--- src/verilog/_unused_marker_removed.sv ---
// intentionally empty design unit holder
`timescale 1ns/1ps
`default_nettype none
`default_nettype wire

--- src/include/ecc_pkg.sv ---
// shared constants, field layout and helpers for the element configuration control block
package ecc_pkg;

    // configuration control register layout
    localparam int CFG_W        = 22;
    localparam int STATE_LSB    = 0;
    localparam int STATE_W      = 2;
    localparam int AUTH_LSB     = 2;
    localparam int AUTH_W       = 3;
    localparam int HALT_INH_BIT = 5;
    localparam int STOR_LSB     = 6;
    localparam int STOR_W       = 10;
    localparam int CE_LSB       = 16;
    localparam int CE_W         = 3;
    localparam int IOC_LSB      = 19;
    localparam int IOC_W        = 3;
    localparam int PEER_W       = STOR_W + CE_W + IOC_W;

    localparam logic [STATE_W-1:0] STATE_IDLE = 2'h0;
    localparam logic [STATE_W-1:0] STATE_OP   = 2'h3;
    localparam logic [CFG_W-1:0]   CFG_RESET  = 22'h000000;

    // register map, byte addresses
    localparam int ADR_W          = 8;
    localparam logic [ADR_W-1:0] ADR_CFG    = 8'h00;
    localparam logic [ADR_W-1:0] ADR_STATUS = 8'h04;

    // status bits
    localparam int ST_TEST     = 0;
    localparam int ST_ACCEPTED = 1;
    localparam int ST_REFUSED  = 2;
    localparam int ST_W        = 3;

    typedef enum logic [1:0] {
        ELEM_CE   = 2'b00,
        ELEM_IOC  = 2'b01,
        ELEM_STOR = 2'b10,
        ELEM_UNIT = 2'b11
    } ecc_elem_type;

    // field group masks
    localparam logic [CFG_W-1:0] M_STATE    = 22'h000003;
    localparam logic [CFG_W-1:0] M_AUTH     = 22'h00001c;
    localparam logic [CFG_W-1:0] M_HALT_INH = 22'h000020;
    localparam logic [CFG_W-1:0] M_STOR     = 22'h00ffc0;
    localparam logic [CFG_W-1:0] M_CE       = 22'h070000;
    localparam logic [CFG_W-1:0] M_IOC      = 22'h380000;

    // bits a given element type actually receives from a reconfiguration
    function automatic logic [CFG_W-1:0] ecc_apply_mask(input ecc_elem_type t);
        logic [CFG_W-1:0] m;
        m = M_STATE | M_AUTH;
        case (t)
            ELEM_CE:   m = m | M_HALT_INH | M_STOR | M_IOC;
            ELEM_IOC:  m = m | M_HALT_INH | M_STOR | M_CE;
            ELEM_STOR: m = m | M_CE | M_IOC;
            default:   m = m | M_IOC;
        endcase
        return m;
    endfunction

    // an empty authority field must never lock the element out
    function automatic logic [AUTH_W-1:0] ecc_eff_auth(input logic [AUTH_W-1:0] a);
        return (a == '0) ? {AUTH_W{1'b1}} : a;
    endfunction

endpackage

--- src/include/ecc_sw_if.sv ---
// carrier between the test switch conditioner and the register logic
`timescale 1ns/1ps
`default_nettype none
interface ecc_sw_if;
    logic testOn;
    logic testLeft;
    modport source (output testOn, output testLeft);
    modport sink   (input testOn, input testLeft);
endinterface
`default_nettype wire

--- src/verilog/ecc_test_switch.sv ---
// test switch synchroniser: level and leave pulse
`timescale 1ns/1ps
`default_nettype none
module ecc_test_switch (
    // clock and reset
    input  wire logic ref_clk,
    input  wire logic rst_n,
    // raw pin
    input  wire logic testSwitchPin,
    // conditioned outputs
    ecc_sw_if.source  sw
);
    typedef struct packed {
        logic ff1;
        logic ff2;
        logic ff3;
        logic on;
        logic left;
    } ecc_sw_state_type;

    ecc_sw_state_type stateQ;
    ecc_sw_state_type stateD;

    always_comb begin
        stateD      = stateQ;
        stateD.ff1  = testSwitchPin;
        stateD.ff2  = stateQ.ff1;
        stateD.ff3  = stateQ.ff2;
        stateD.left = 1'b0;
        // a change counts only once the second and third stages agree
        if (stateQ.ff2 == stateQ.ff3) begin
            stateD.on   = stateQ.ff3;
            stateD.left = stateQ.on & ~stateQ.ff3;
        end
    end

    always_ff @(posedge ref_clk or negedge rst_n) begin
        if (!rst_n) begin
            stateQ <= '0;
        end else begin
            stateQ <= stateD;
        end
    end

    assign sw.testOn   = stateQ.on;
    assign sw.testLeft = stateQ.left;
endmodule
`default_nettype wire

--- src/verilog/ecc_element_ccr.sv ---
// configuration control register of one system element with wishbone access
//
// Our own choices: the register offsets and the Wishbone register port.
`timescale 1ns/1ps
`default_nettype none
// How it works
// (RQ1) state bits 11 mean state three, the operational state
// (RQ2) issuer only executes reconfiguration in state three or zero
// (RQ3) reconfiguration accepted only from a computing element set in authority field
// (RQ4) selected element loads state, authority and communication bits from the mask
// (RQ5) only bits applicable to the element type are delivered
// (RQ6) set communication bit lets the element listen to that peer
// (RQ7) test switch on: reconfiguration is refused, element stays isolated; the code still grants peers from the communication bits in test position
// (RQ8) program clears a computing element's bit in storage before its power cycle
// (RQ9) empty authority field is treated as all ones
// (RQ10) leaving test position resets the state bits to 00 unless a reconfiguration is accepted in the same cycle
// (RQ11) issuer rejects masks with an empty authority field
// (RQ12) fields not applicable to the type keep their values
module ecc_element_cfg #(
    parameter ecc_pkg::ecc_elem_type ELEM_TYPE = ecc_pkg::ELEM_STOR
) (
    // clock and reset
    input  wire logic                          ref_clk,
    input  wire logic                          rst_n,
    // wishbone slave
    input  wire logic                          wb_cyc_i,
    input  wire logic                          wb_stb_i,
    input  wire logic                          wb_we_i,
    input  wire logic [ecc_pkg::ADR_W-1:0]     wb_adr_i,
    input  wire logic [3:0]                    wb_sel_i,
    input  wire logic [31:0]                   wb_dat_i,
    output logic      [31:0]                   wb_dat_o,
    output logic                               wb_ack_o,
    // reconfiguration instruction from a computing element
    input  wire logic                          reconfValid,
    input  wire logic                          reconfSelect,
    input  wire logic [ecc_pkg::AUTH_W-1:0]    reconfIssuer,
    input  wire logic [ecc_pkg::CFG_W-1:0]     reconfMask,
    output logic                               reconfAccepted,
    output logic                               reconfRefused,
    // test switch pin
    input  wire logic                          testSwitchPin,
    // peer interfaces and element state
    input  wire logic [ecc_pkg::PEER_W-1:0]    peerReq,
    output logic      [ecc_pkg::PEER_W-1:0]    peerGrant,
    output logic      [ecc_pkg::CFG_W-1:0]     cfgOut,
    output logic                               opState3
);
    localparam logic [ecc_pkg::CFG_W-1:0] APPLY = ecc_pkg::ecc_apply_mask(ELEM_TYPE);

    typedef struct packed {
        logic [ecc_pkg::CFG_W-1:0]  cfg;
        logic [ecc_pkg::PEER_W-1:0] grant;
        logic                       opState3;
        logic                       accepted;
        logic                       refused;
        logic                       stickyAcc;
        logic                       stickyRef;
        logic                       ack;
        logic [31:0]                rdata;
    } ecc_cfg_state_type;

    ecc_cfg_state_type stateQ;
    ecc_cfg_state_type stateD;
    ecc_sw_if          sw ();

    logic                         wbReq;
    logic                         wbWrite;
    logic                         authorised;
    logic                         acceptNow;
    logic                         refuseNow;
    logic [ecc_pkg::PEER_W-1:0]   commBits;

    ecc_test_switch u_switch (
        .ref_clk       (ref_clk),
        .rst_n         (rst_n),
        .testSwitchPin (testSwitchPin),
        .sw            (sw)
    );

    assign wbReq      = wb_cyc_i & wb_stb_i & ~stateQ.ack;
    // write lands on the edge where the master sees ack, request still held
    assign wbWrite    = wb_cyc_i & wb_stb_i & wb_we_i & stateQ.ack;
    assign authorised = |(reconfIssuer & ecc_pkg::ecc_eff_auth(
                          stateQ.cfg[ecc_pkg::AUTH_LSB +: ecc_pkg::AUTH_W])); // RQ3 RQ9
    assign acceptNow  = reconfValid & reconfSelect & authorised & ~sw.testOn; // RQ3 RQ7
    assign refuseNow  = reconfValid & reconfSelect & ~acceptNow;
    assign commBits   = stateQ.cfg[ecc_pkg::CFG_W-1:ecc_pkg::STOR_LSB];

    always_comb begin
        stateD          = stateQ;
        stateD.accepted = acceptNow;
        stateD.refused  = refuseNow;
        stateD.ack      = wbReq;
        if (acceptNow) begin
            // non-applicable fields hold their old contents
            stateD.cfg = (stateQ.cfg & ~APPLY) | (reconfMask & APPLY); // RQ4 RQ5 RQ12
        end else if (sw.testLeft) begin
            // keeps manual control from being lost after maintenance
            stateD.cfg[ecc_pkg::STATE_LSB +: ecc_pkg::STATE_W] = ecc_pkg::STATE_IDLE; // RQ10
        end
        stateD.grant    = peerReq & commBits; // RQ6
        stateD.opState3 = (stateQ.cfg[ecc_pkg::STATE_LSB +: ecc_pkg::STATE_W]
                           == ecc_pkg::STATE_OP); // RQ1
        stateD.rdata    = 32'h00000000;
        if (wbWrite && wb_adr_i == ecc_pkg::ADR_STATUS && wb_sel_i[0]) begin
            if (wb_dat_i[ecc_pkg::ST_ACCEPTED]) begin
                stateD.stickyAcc = 1'b0;
            end
            if (wb_dat_i[ecc_pkg::ST_REFUSED]) begin
                stateD.stickyRef = 1'b0;
            end
        end
        if (wbReq && !wb_we_i && wb_adr_i == ecc_pkg::ADR_CFG) begin
            stateD.rdata[ecc_pkg::CFG_W-1:0] = stateQ.cfg;
        end else if (wbReq && !wb_we_i && wb_adr_i == ecc_pkg::ADR_STATUS) begin
            stateD.rdata[ecc_pkg::ST_TEST]     = sw.testOn;
            stateD.rdata[ecc_pkg::ST_ACCEPTED] = stateQ.stickyAcc;
            stateD.rdata[ecc_pkg::ST_REFUSED]  = stateQ.stickyRef;
        end
        // an event in the clearing cycle wins over the clear
        if (acceptNow) begin
            stateD.stickyAcc = 1'b1;
        end
        if (refuseNow) begin
            stateD.stickyRef = 1'b1;
        end
    end

    always_ff @(posedge ref_clk or negedge rst_n) begin
        if (!rst_n) begin
            stateQ     <= '0;
            stateQ.cfg <= ecc_pkg::CFG_RESET;
        end else begin
            stateQ <= stateD;
        end
    end

    assign wb_dat_o       = stateQ.rdata;
    assign wb_ack_o       = stateQ.ack;
    assign reconfAccepted = stateQ.accepted;
    assign reconfRefused  = stateQ.refused;
    assign peerGrant      = stateQ.grant;
    assign cfgOut         = stateQ.cfg;
    assign opState3       = stateQ.opState3;
endmodule
`default_nettype wire

--- config.mk ---
export PLATFORM = sky130hd
export DESIGN_NAME = ecc_element_cfg
export DESIGN_NICKNAME = d
export VERILOG_FILES = /design/src/verilog/_unused_marker_removed.sv /design/src/include/ecc_pkg.sv /design/src/include/ecc_sw_if.sv /design/src/verilog/ecc_test_switch.sv /design/src/verilog/ecc_element_ccr.sv
export SDC_FILE = /design/constraint.sdc
export NUM_CORES = 1
export LEC_CHECK = 0
export BUFFER_PORTS_ARGS = -buffer_cell sky130_fd_sc_hd__buf_4
export CAP_MARGIN = 20
export CORE_UTILIZATION = 39
export CTS_CLUSTER_DIAMETER = 40
export DETAILED_ROUTE_END_ITERATION = 12
export GPL_TIMING_DRIVEN = 0
export PLACE_DENSITY_LB_ADDON = 0.05
export SLEW_MARGIN = 0
export SYNTH_ARGS = -nofsm -noshare
export SYNTH_HDL_FRONTEND = slang
export SYNTH_HIERARCHICAL = 1
export SYNTH_SLANG_ARGS = --single-unit
--- constraint.sdc ---
create_clock -name ref_clk -period 2 [get_ports ref_clk]
set_input_delay 0.4 -clock ref_clk [delete_from_list [all_inputs] [get_ports ref_clk]]
set_output_delay 0.4 -clock ref_clk [all_outputs]
set_load 0.1 [all_outputs]
==> results of run 1 <==
where the power goes:
part	internal, W	switching [W]	leakage (nW)
clock	0.000275	0.000265	0.0510
sequential	0.000963	0.000135	0.506
combinational	0.000642	0.00166	1.06
final cells by class:
type / count / area, um^2 / share of cell area (%)
Timing Repair Buffer: 81 / 608 / 20.9
Buffer: 72 / 541 / 18.6
Multi-Input combinational cell: 89 / 582 / 20.0
Sequential cell: 40 / 1000 / 34.4
Tap cell: 67 / 83.8 / 2.88
Clock inverter: 2 / 10.0 / 0.344
Clock buffer: 6 / 82.6 / 2.84
registers in the layout, indices dropped and copies added, names as in the netlist:
name / count
cfgOut: 11
opState3: 1
peerGrant: 6
reconfAccepted: 1
reconfRefused: 1
stateQ: 2
u_switch/stateD: 2
u_switch/stateQ: 1
u_switch/sw.testLeft: 1
u_switch/sw.testOn: 1
wb_ack_o: 1
wb_dat_o: 12
synth_stat cells (all sizes together):
cell and n:
mux2 11, nand2 4, maj3 1, nor3 1, nand4b 1, and2 15, o21ai 1, nor4b 1
conb 1, nor3b 1, clkbuf 1, nand2b 2, dfrtp 40, a22oi 1, and4b 1, buf 71
a311oi 1, nor4 2, a21o 2, nor2 5, o2bb2ai 1, and4 1, nor2b 2, a22o 3
metrics by stage:
step	power, W	hold slack (ns)
2_1_floorplan	0.00304	0.104
3_3_place_gp	0.00341	0.340
3_5_place_dp	0.00343	0.335
4_1_cts	0.00398	0.0954
5_1_grt	0.00411	0.113
6_report	0.00394	0.0785
kinds of logic after synthesis:
group / synth area share, %
AOI/OAI and AO/OA: 4.49
adders and majority gates: 0.561
buffers and inverters: 26.9
DFF: 49.9
muxes: 7.29
other: 0.187
and+or+nand+nor: 10.7
layer usage:
layer | GRT usage (%) | share of wire (%)
met1 | 15.7 | 39
met2 | 23.0 | 50
met3 | 3.57 | 9.5
met4 | 6.41 | 1.5
met5 | 0 | 0
worst max-delay path: cells and delay by family, from the launching register on:
family	cells	cell delay, ns
AOI/OAI and AO/OA	2	0.61
DFF	1	0.44
muxes	1	0.31
buffers and inverters	1	0.24
and+or+nand+nor	1	0.17
how the worst max path moves through the flow:
stage,from,slack [ns],endpoint,cells after the start
after floorplan,cfgOut[2]$_DFFE_PN0P_,0.23,cfgOut[16]$_DFFE_PN0P_,5
after global placement,cfgOut[2]$_DFFE_PN0P_,0.04,cfgOut[16]$_DFFE_PN0P_,5
after detailed placement,cfgOut[2]$_DFFE_PN0P_,0.02,cfgOut[3]$_DFFE_PN0P_,5
after CTS,cfgOut[2]$_DFFE_PN0P_,0.004,cfgOut[3]$_DFFE_PN0P_,5
after global routing,cfgOut[2]$_DFFE_PN0P_,0.02,cfgOut[3]$_DFFE_PN0P_,5
final,cfgOut[2]$_DFFE_PN0P_,0.12,cfgOut[3]$_DFFE_PN0P_,5
timing repair:
item,in CTS,in global routing
buffers inserted,0,0
hold endpoints to repair,0,0
endpoints found under the setup margin,0,6
cell usage in the layout (no fill, tap or decap), drive strengths merged, types with 2 or more instances in the layout:
| cell type | count |
|---|---|
| nor2b | 2 |
| a21o | 2 |
| clkinv | 2 |
| mux2 | 11 |
| a22o | 3 |
| and2 | 15 |
| nor4 | 2 |
| dfrtp | 40 |
| nor2 | 5 |
| buf | 152 |
| conb | 32 |
| nand2 | 4 |
| clkbuf | 7 |
| nand2b | 2 |
==> reports/qor.yml, run 1 <==
crit_fanout: 10
r2r-end: "cfgOut[3]$_DFFE_PN0P_"
tightest_slew_ns: 0.609
synth_area_um2: 2010
insertedDiodeCount: 0
final.period_utilization_pct: 93.9
gp_congestion: 0.697
ys_warn_count: 6
synth.avg_cell_area_um2: 11.8
placed_cell_area_um2: 2820
final_util_pct: 60.0
io_pins: 167
vias_per_cell: 3.85
die_w_um: 73.7
vdd.ir_drop.worst_mv: 0.908
io_buffers: 81
final_cell_area_um2: 2910
cpMaxStageDelayCell: "dfrtp_1"
cp-start-kind: "register"
drive_gt1_share_pct: 60.0
num_vias: 1374
detail_route.wl_per_cell_um: 9.77
fp.dieH_um: 73.7
drt-pass1-iter-count: 3
outcome: "completed"
grt_pass1_wl_um: 5420
finClkSkew_ns: 0.00450
cts_sinks: 40
clock_latency_ns: 0.28
cp_data_arrival_time_ns: 2.05
slew_violations: 0
cellLeakagePower_nw: 1.61
row_count: 25
required_ns: 2.17
final-setup-viol-count: 0
grt_start_max_net_pins: 41
die_area_um2: 5440
grt_pass1_vias: 1181
hold_buffers: 0
maxCapViolCount: 0
globalRoute.totalOverflow: 0
ant_nets: 0
htree_levels: 2
area_delta_synth_final_pct: 44.9
worst-r2r-cell-count: 5
clock-root-buffer: "clkbuf_8"
synth.ff_latch_count: 40
dp_hpwl_um: 2690
drcViolationCount: 0
netlist-cell-type-count: 27
synth_area_leaders: "dfrtp_1 (50%), buf_4 (26%), and2_1 (4.7%)"
wl_um: 3490
hold_violations: 0
core_um2: 4850
rsz0062_at_grt: "false"
grt_use_total_pct: 13.5
worstReg2RegStart: "cfgOut[2]$_DFFE_PN0P_"
clk_pin_slew_worst_paths_ns: 0.07
synth-seq-area-share_pct: 49.9
instances_no_fill: 357
fmax_mhz: 533
initial_core_util_pct: 41.4
rrSetupSlack_ns: 0.12
hp-class: "in -> async"
cts_tree: "yes"
critPathMaxStageDelay_ns: 0.44
fill_cells: 432
max_slew_margin_pct: 58.8
yosysTopAreaCell: "dfrtp_1"
placedCellCount: 349
syn_inst: 170
clockBufferDepth: 2
antenna_found_initial: 0
drt-initial-drc-count: 28
cp_cell_sequence: "nand2b_1 > a21o_1 > a311oi_4 > buf_6 > mux2_4"
post_cts_resized: 0
cts_buffers: 5
path_class: "reg -> reg"
p_per_area_nw_per_um2: 1360
final_nets: 382
yosys.area.top_type_share_pct: 49.9
min_period_ns: 1.88
endpoint_kind: "register"
finalSetupTns_ns: 0
pre_cts_slack_ns: 0.0201
fin_ws_ns: 0.123
Note: power is estimated with default switching activity, not from simulation.
==> inputs of run 2 (changes only) <==
- SETUP_SLACK_MARGIN: default -> 0.2
- SLEW_MARGIN: 0 -> 20
- SYNTH_HIERARCHICAL: 1 -> default
==> run 2 against run 1 <==
Critical endpoint is now cfgOut[2]$_DFFE_PN0P_. Global-route usage decreased by 1.1 points. Hold slack worse by 0.0034 ns. Clock skew increased by 0.0018 ns. Flip-flop and latch count unchanged. Final cell count unchanged. Final area is 0.69% higher. Die area down 0.49%. Sequential share of layout area down 0.19 points. Worst setup slack gained 0.16 ns. Fmax grew 9.2%.
==> reports/qor.yml, run 2 <==
p_per_area_nw_per_um2: 1340  # was 1360 nW/um^2
yosysMostFrequentCell: "buf_4"  # unchanged
area_delta_synth_final_pct: 46.6  # was 44.9%
required_ns: 2.16  # was 2.17 ns
gp_congestion: 0.679  # was 0.697
drive_gt1_share_pct: 62.1  # was 60.0%
grt_use_total_pct: 12.4  # was 13.5%
syn_inst: 168  # was 170
cts_tree: "yes"  # unchanged
cts_buffers: 5  # unchanged
rrSetupSlack_ns: 0.28  # was 0.12 ns
final.period_utilization_pct: 86.0  # was 93.9%
antenna_found_initial: 0  # unchanged
crit_fanout: 10  # unchanged
synth_area_um2: 2000  # was 2010 um^2
final_util_pct: 60.8  # was 60.0%
mostFrequentLayoutCell: "buf_4"  # unchanged
outcome: "completed"  # unchanged
grt_pass1_wl_um: 5020  # was 5420 um
seq_area_um2: 1000  # about the same
hold_violations: 0  # unchanged
final_cell_mix: "buf_4 (153), dfrtp_1 (39), conb_1 (32)"  # was buf_4 (151), dfrtp_1 (40), conb_1 (32)
vdd.ir_drop.worst_mv: 0.873  # was 0.908 mV
grt_start_max_net_pins: 41  # unchanged
io_pins: 167  # unchanged
ys_top_cells_by_count: "buf_4 (70), dfrtp_1 (40), and2_1 (15)"  # unchanged
vias_per_cell: 3.86  # was 3.85
ys.flop_type: "dfrtp_1"  # unchanged
num_vias: 1378  # was 1374
synth_compound_area_share_pct: 4.57  # was 4.49%
largest_register_ff_count: 12  # unchanged
drt-initial-drc-count: 18  # was 28
cp-start-kind: "register"  # unchanged
clock-root-buffer: "clkbuf_8"  # unchanged
cp_data_arrival_time_ns: 1.88  # was 2.05 ns
final_nets: 382  # unchanged
netlist-cell-type-count: 28  # was 27
instances_no_fill: 357  # unchanged
clockBufferDepth: 2  # unchanged
synth-seq-area-share_pct: 50.1  # was 49.9%
synth_area_leaders: "dfrtp_1 (50%), buf_4 (26%), and2_1 (4.7%)"  # unchanged
fill_cells: 435  # was 432
die_area_um2: 5410  # was 5440 um^2
htree_levels: 2  # unchanged
synth_xor_xnor_area_share_pct: 0  # unchanged
yosys.area.top_type_share_pct: 50.1  # was 49.9%
finClkSkew_ns: 0.00634  # was 0.00450 ns
maxCapViolCount: 0  # unchanged
drt-pass1-iter-count: 2  # was 3
globalRoute.totalOverflow: 0  # unchanged
synth_top_family_by_area: "buffers and inverters"  # unchanged
path_class: "reg -> reg"  # unchanged
cellLeakagePower_nw: 1.62  # was 1.61 nW
hp-class: "in -> async"  # unchanged
clock_latency_ns: 0.28  # about the same
drcViolationCount: 0  # unchanged
insertedDiodeCount: 0  # unchanged
finalSetupTns_ns: 0  # unchanged
synth_edf_count: 0  # unchanged
synthArstFlopShare_pct: 100  # unchanged
wl_um: 3430  # was 3490 um
row_count: 25  # unchanged
die_w_um: 73.6  # was 73.7 um
rsz0062_at_grt: "false"  # unchanged
endpoint_kind: "register"  # unchanged
dp_hpwl_um: 2730  # was 2690 um
yosysTopAreaCell: "dfrtp_1"  # unchanged
core_um2: 4820  # was 4850 um^2
fmax_mhz: 582  # was 533 MHz
slew_violations: 0  # unchanged
synth_mux_area_share_pct: 7.33  # was 7.29%
initial_core_util_pct: 41.5  # was 41.4%
placedCellCount: 347  # was 349
fp.dieH_um: 73.6  # was 73.7 um
cts_sinks: 40  # unchanged
detail_route.wl_per_cell_um: 9.60  # was 9.77 um
synth.avg_cell_area_um2: 11.9  # was 11.8 um^2
yosys.area_share.simple_pct: 10.2  # was 10.7%
synth_fa_ha_area_share_pct: 0.501  # was 0.561%
ant_nets: 0  # unchanged
clk_pin_slew_worst_paths_ns: 0.07  # about the same
min_period_ns: 1.72  # was 1.88 ns
final-setup-viol-count: 0  # unchanged
ys_warn_count: 0  # was 6
multiInputGateArea_um2: 584  # was 582 um^2
synth.ff_latch_count: 40  # unchanged
io_buffers: 81  # unchanged
grt_pass1_vias: 1139  # was 1181
[run 2: worst paths after layout]
check,from,end,cells after the start
hold / removal,rst_n,cfgOut[3]$_DFFE_PN0P_,1
max in group asynchronous,rst_n,wb_ack_o$_DFF_PN0_,1
hold reg to reg,u_switch.stateD[3]$_DFF_PN0_,u_switch.stateD[2]$_DFF_PN0_,0
setup reg to reg,cfgOut[2]$_DFFE_PN0P_,cfgOut[2]$_DFFE_PN0P_,5
min in group ref_clk,testSwitchPin,u_switch.stateD[3]$_DFF_PN0_,1
setup / recovery,cfgOut[2]$_DFFE_PN0P_,cfgOut[2]$_DFFE_PN0P_,5
[run 2: through the flow]
stage	area (um^2)	power (W)	hold WS [ns]	worst slack (ns)
floorplan	2110	0.00304	0.104	0.231
global placement	2810	0.00340	0.333	-0.0504
detailed placement	2810	0.00342	0.344	-0.0529
CTS	2910	0.00395	0.0983	0.242
global route	2930	0.00407	0.112	0.207
finish	2930	0.00392	0.0751	0.281
[run 2: repair_timing]
| item | in CTS | in global routing |
|---|---|---|
| buffers inserted | 2 | 0 |
| hold buffers | 0 | 0 |
| setup endpoints to repair | 11 | 11 |
| pin swaps | 1 | 0 |
| resized for setup | 0 | 4 |
[run 2: cell type report]
cell class | count | share of cell area [%]
buffer | 72 | 18.5
sequential | 40 | 34.2
multi-input combinational | 87 | 20.0
tap | 67 | 2.86
clock buffer | 6 | 2.82
clock inverter | 2 | 0.342
timing repair buffer | 83 | 21.3
[run 2: metal layers]
metal | wire length, um | track usage (%) | up-vias | share of wire, %
li1 | - | - | 686 | -
met1 | 1340 | 13.9 | 612 | 39
met2 | 1680 | 21.7 | 72 | 49
met3 | 355 | 3.84 | 8 | 10
met4 | 45 | 5.13 | 0 | 1.3
met5 | 0 | 0 | - | 0
[run 2: cells by family (layout without fill, tap and decap cells)]
group                    after synthesis  count (layout)
AND/OR/NAND/NOR                       34              34
multiplexers                          11              11
adder cells (fa/ha/maj)                1               1
other                                  1              32
flip-flops                            40              40
buffers and inverters                 72             163
AO/OA/AOI/OAI                          9               9
[run 2: critical path, cell delays in order (launching register included)]
cell and delay (ns):
dfrtp_1 0.43, nand2b_1 0.17, a21o_1 0.20, a311oi_4 0.27, buf_6 0.22, mux2_4 0.31
[run 2: report_power, final]
group / total, W / switching, W / internal (W)
Clock: 0.000523 / 0.000248 / 0.000275
Sequential: 0.00109 / 0.000131 / 0.000964
Combinational: 0.00230 / 0.00166 / 0.000642
Total: 0.00392 / 0.00204 / 0.00188
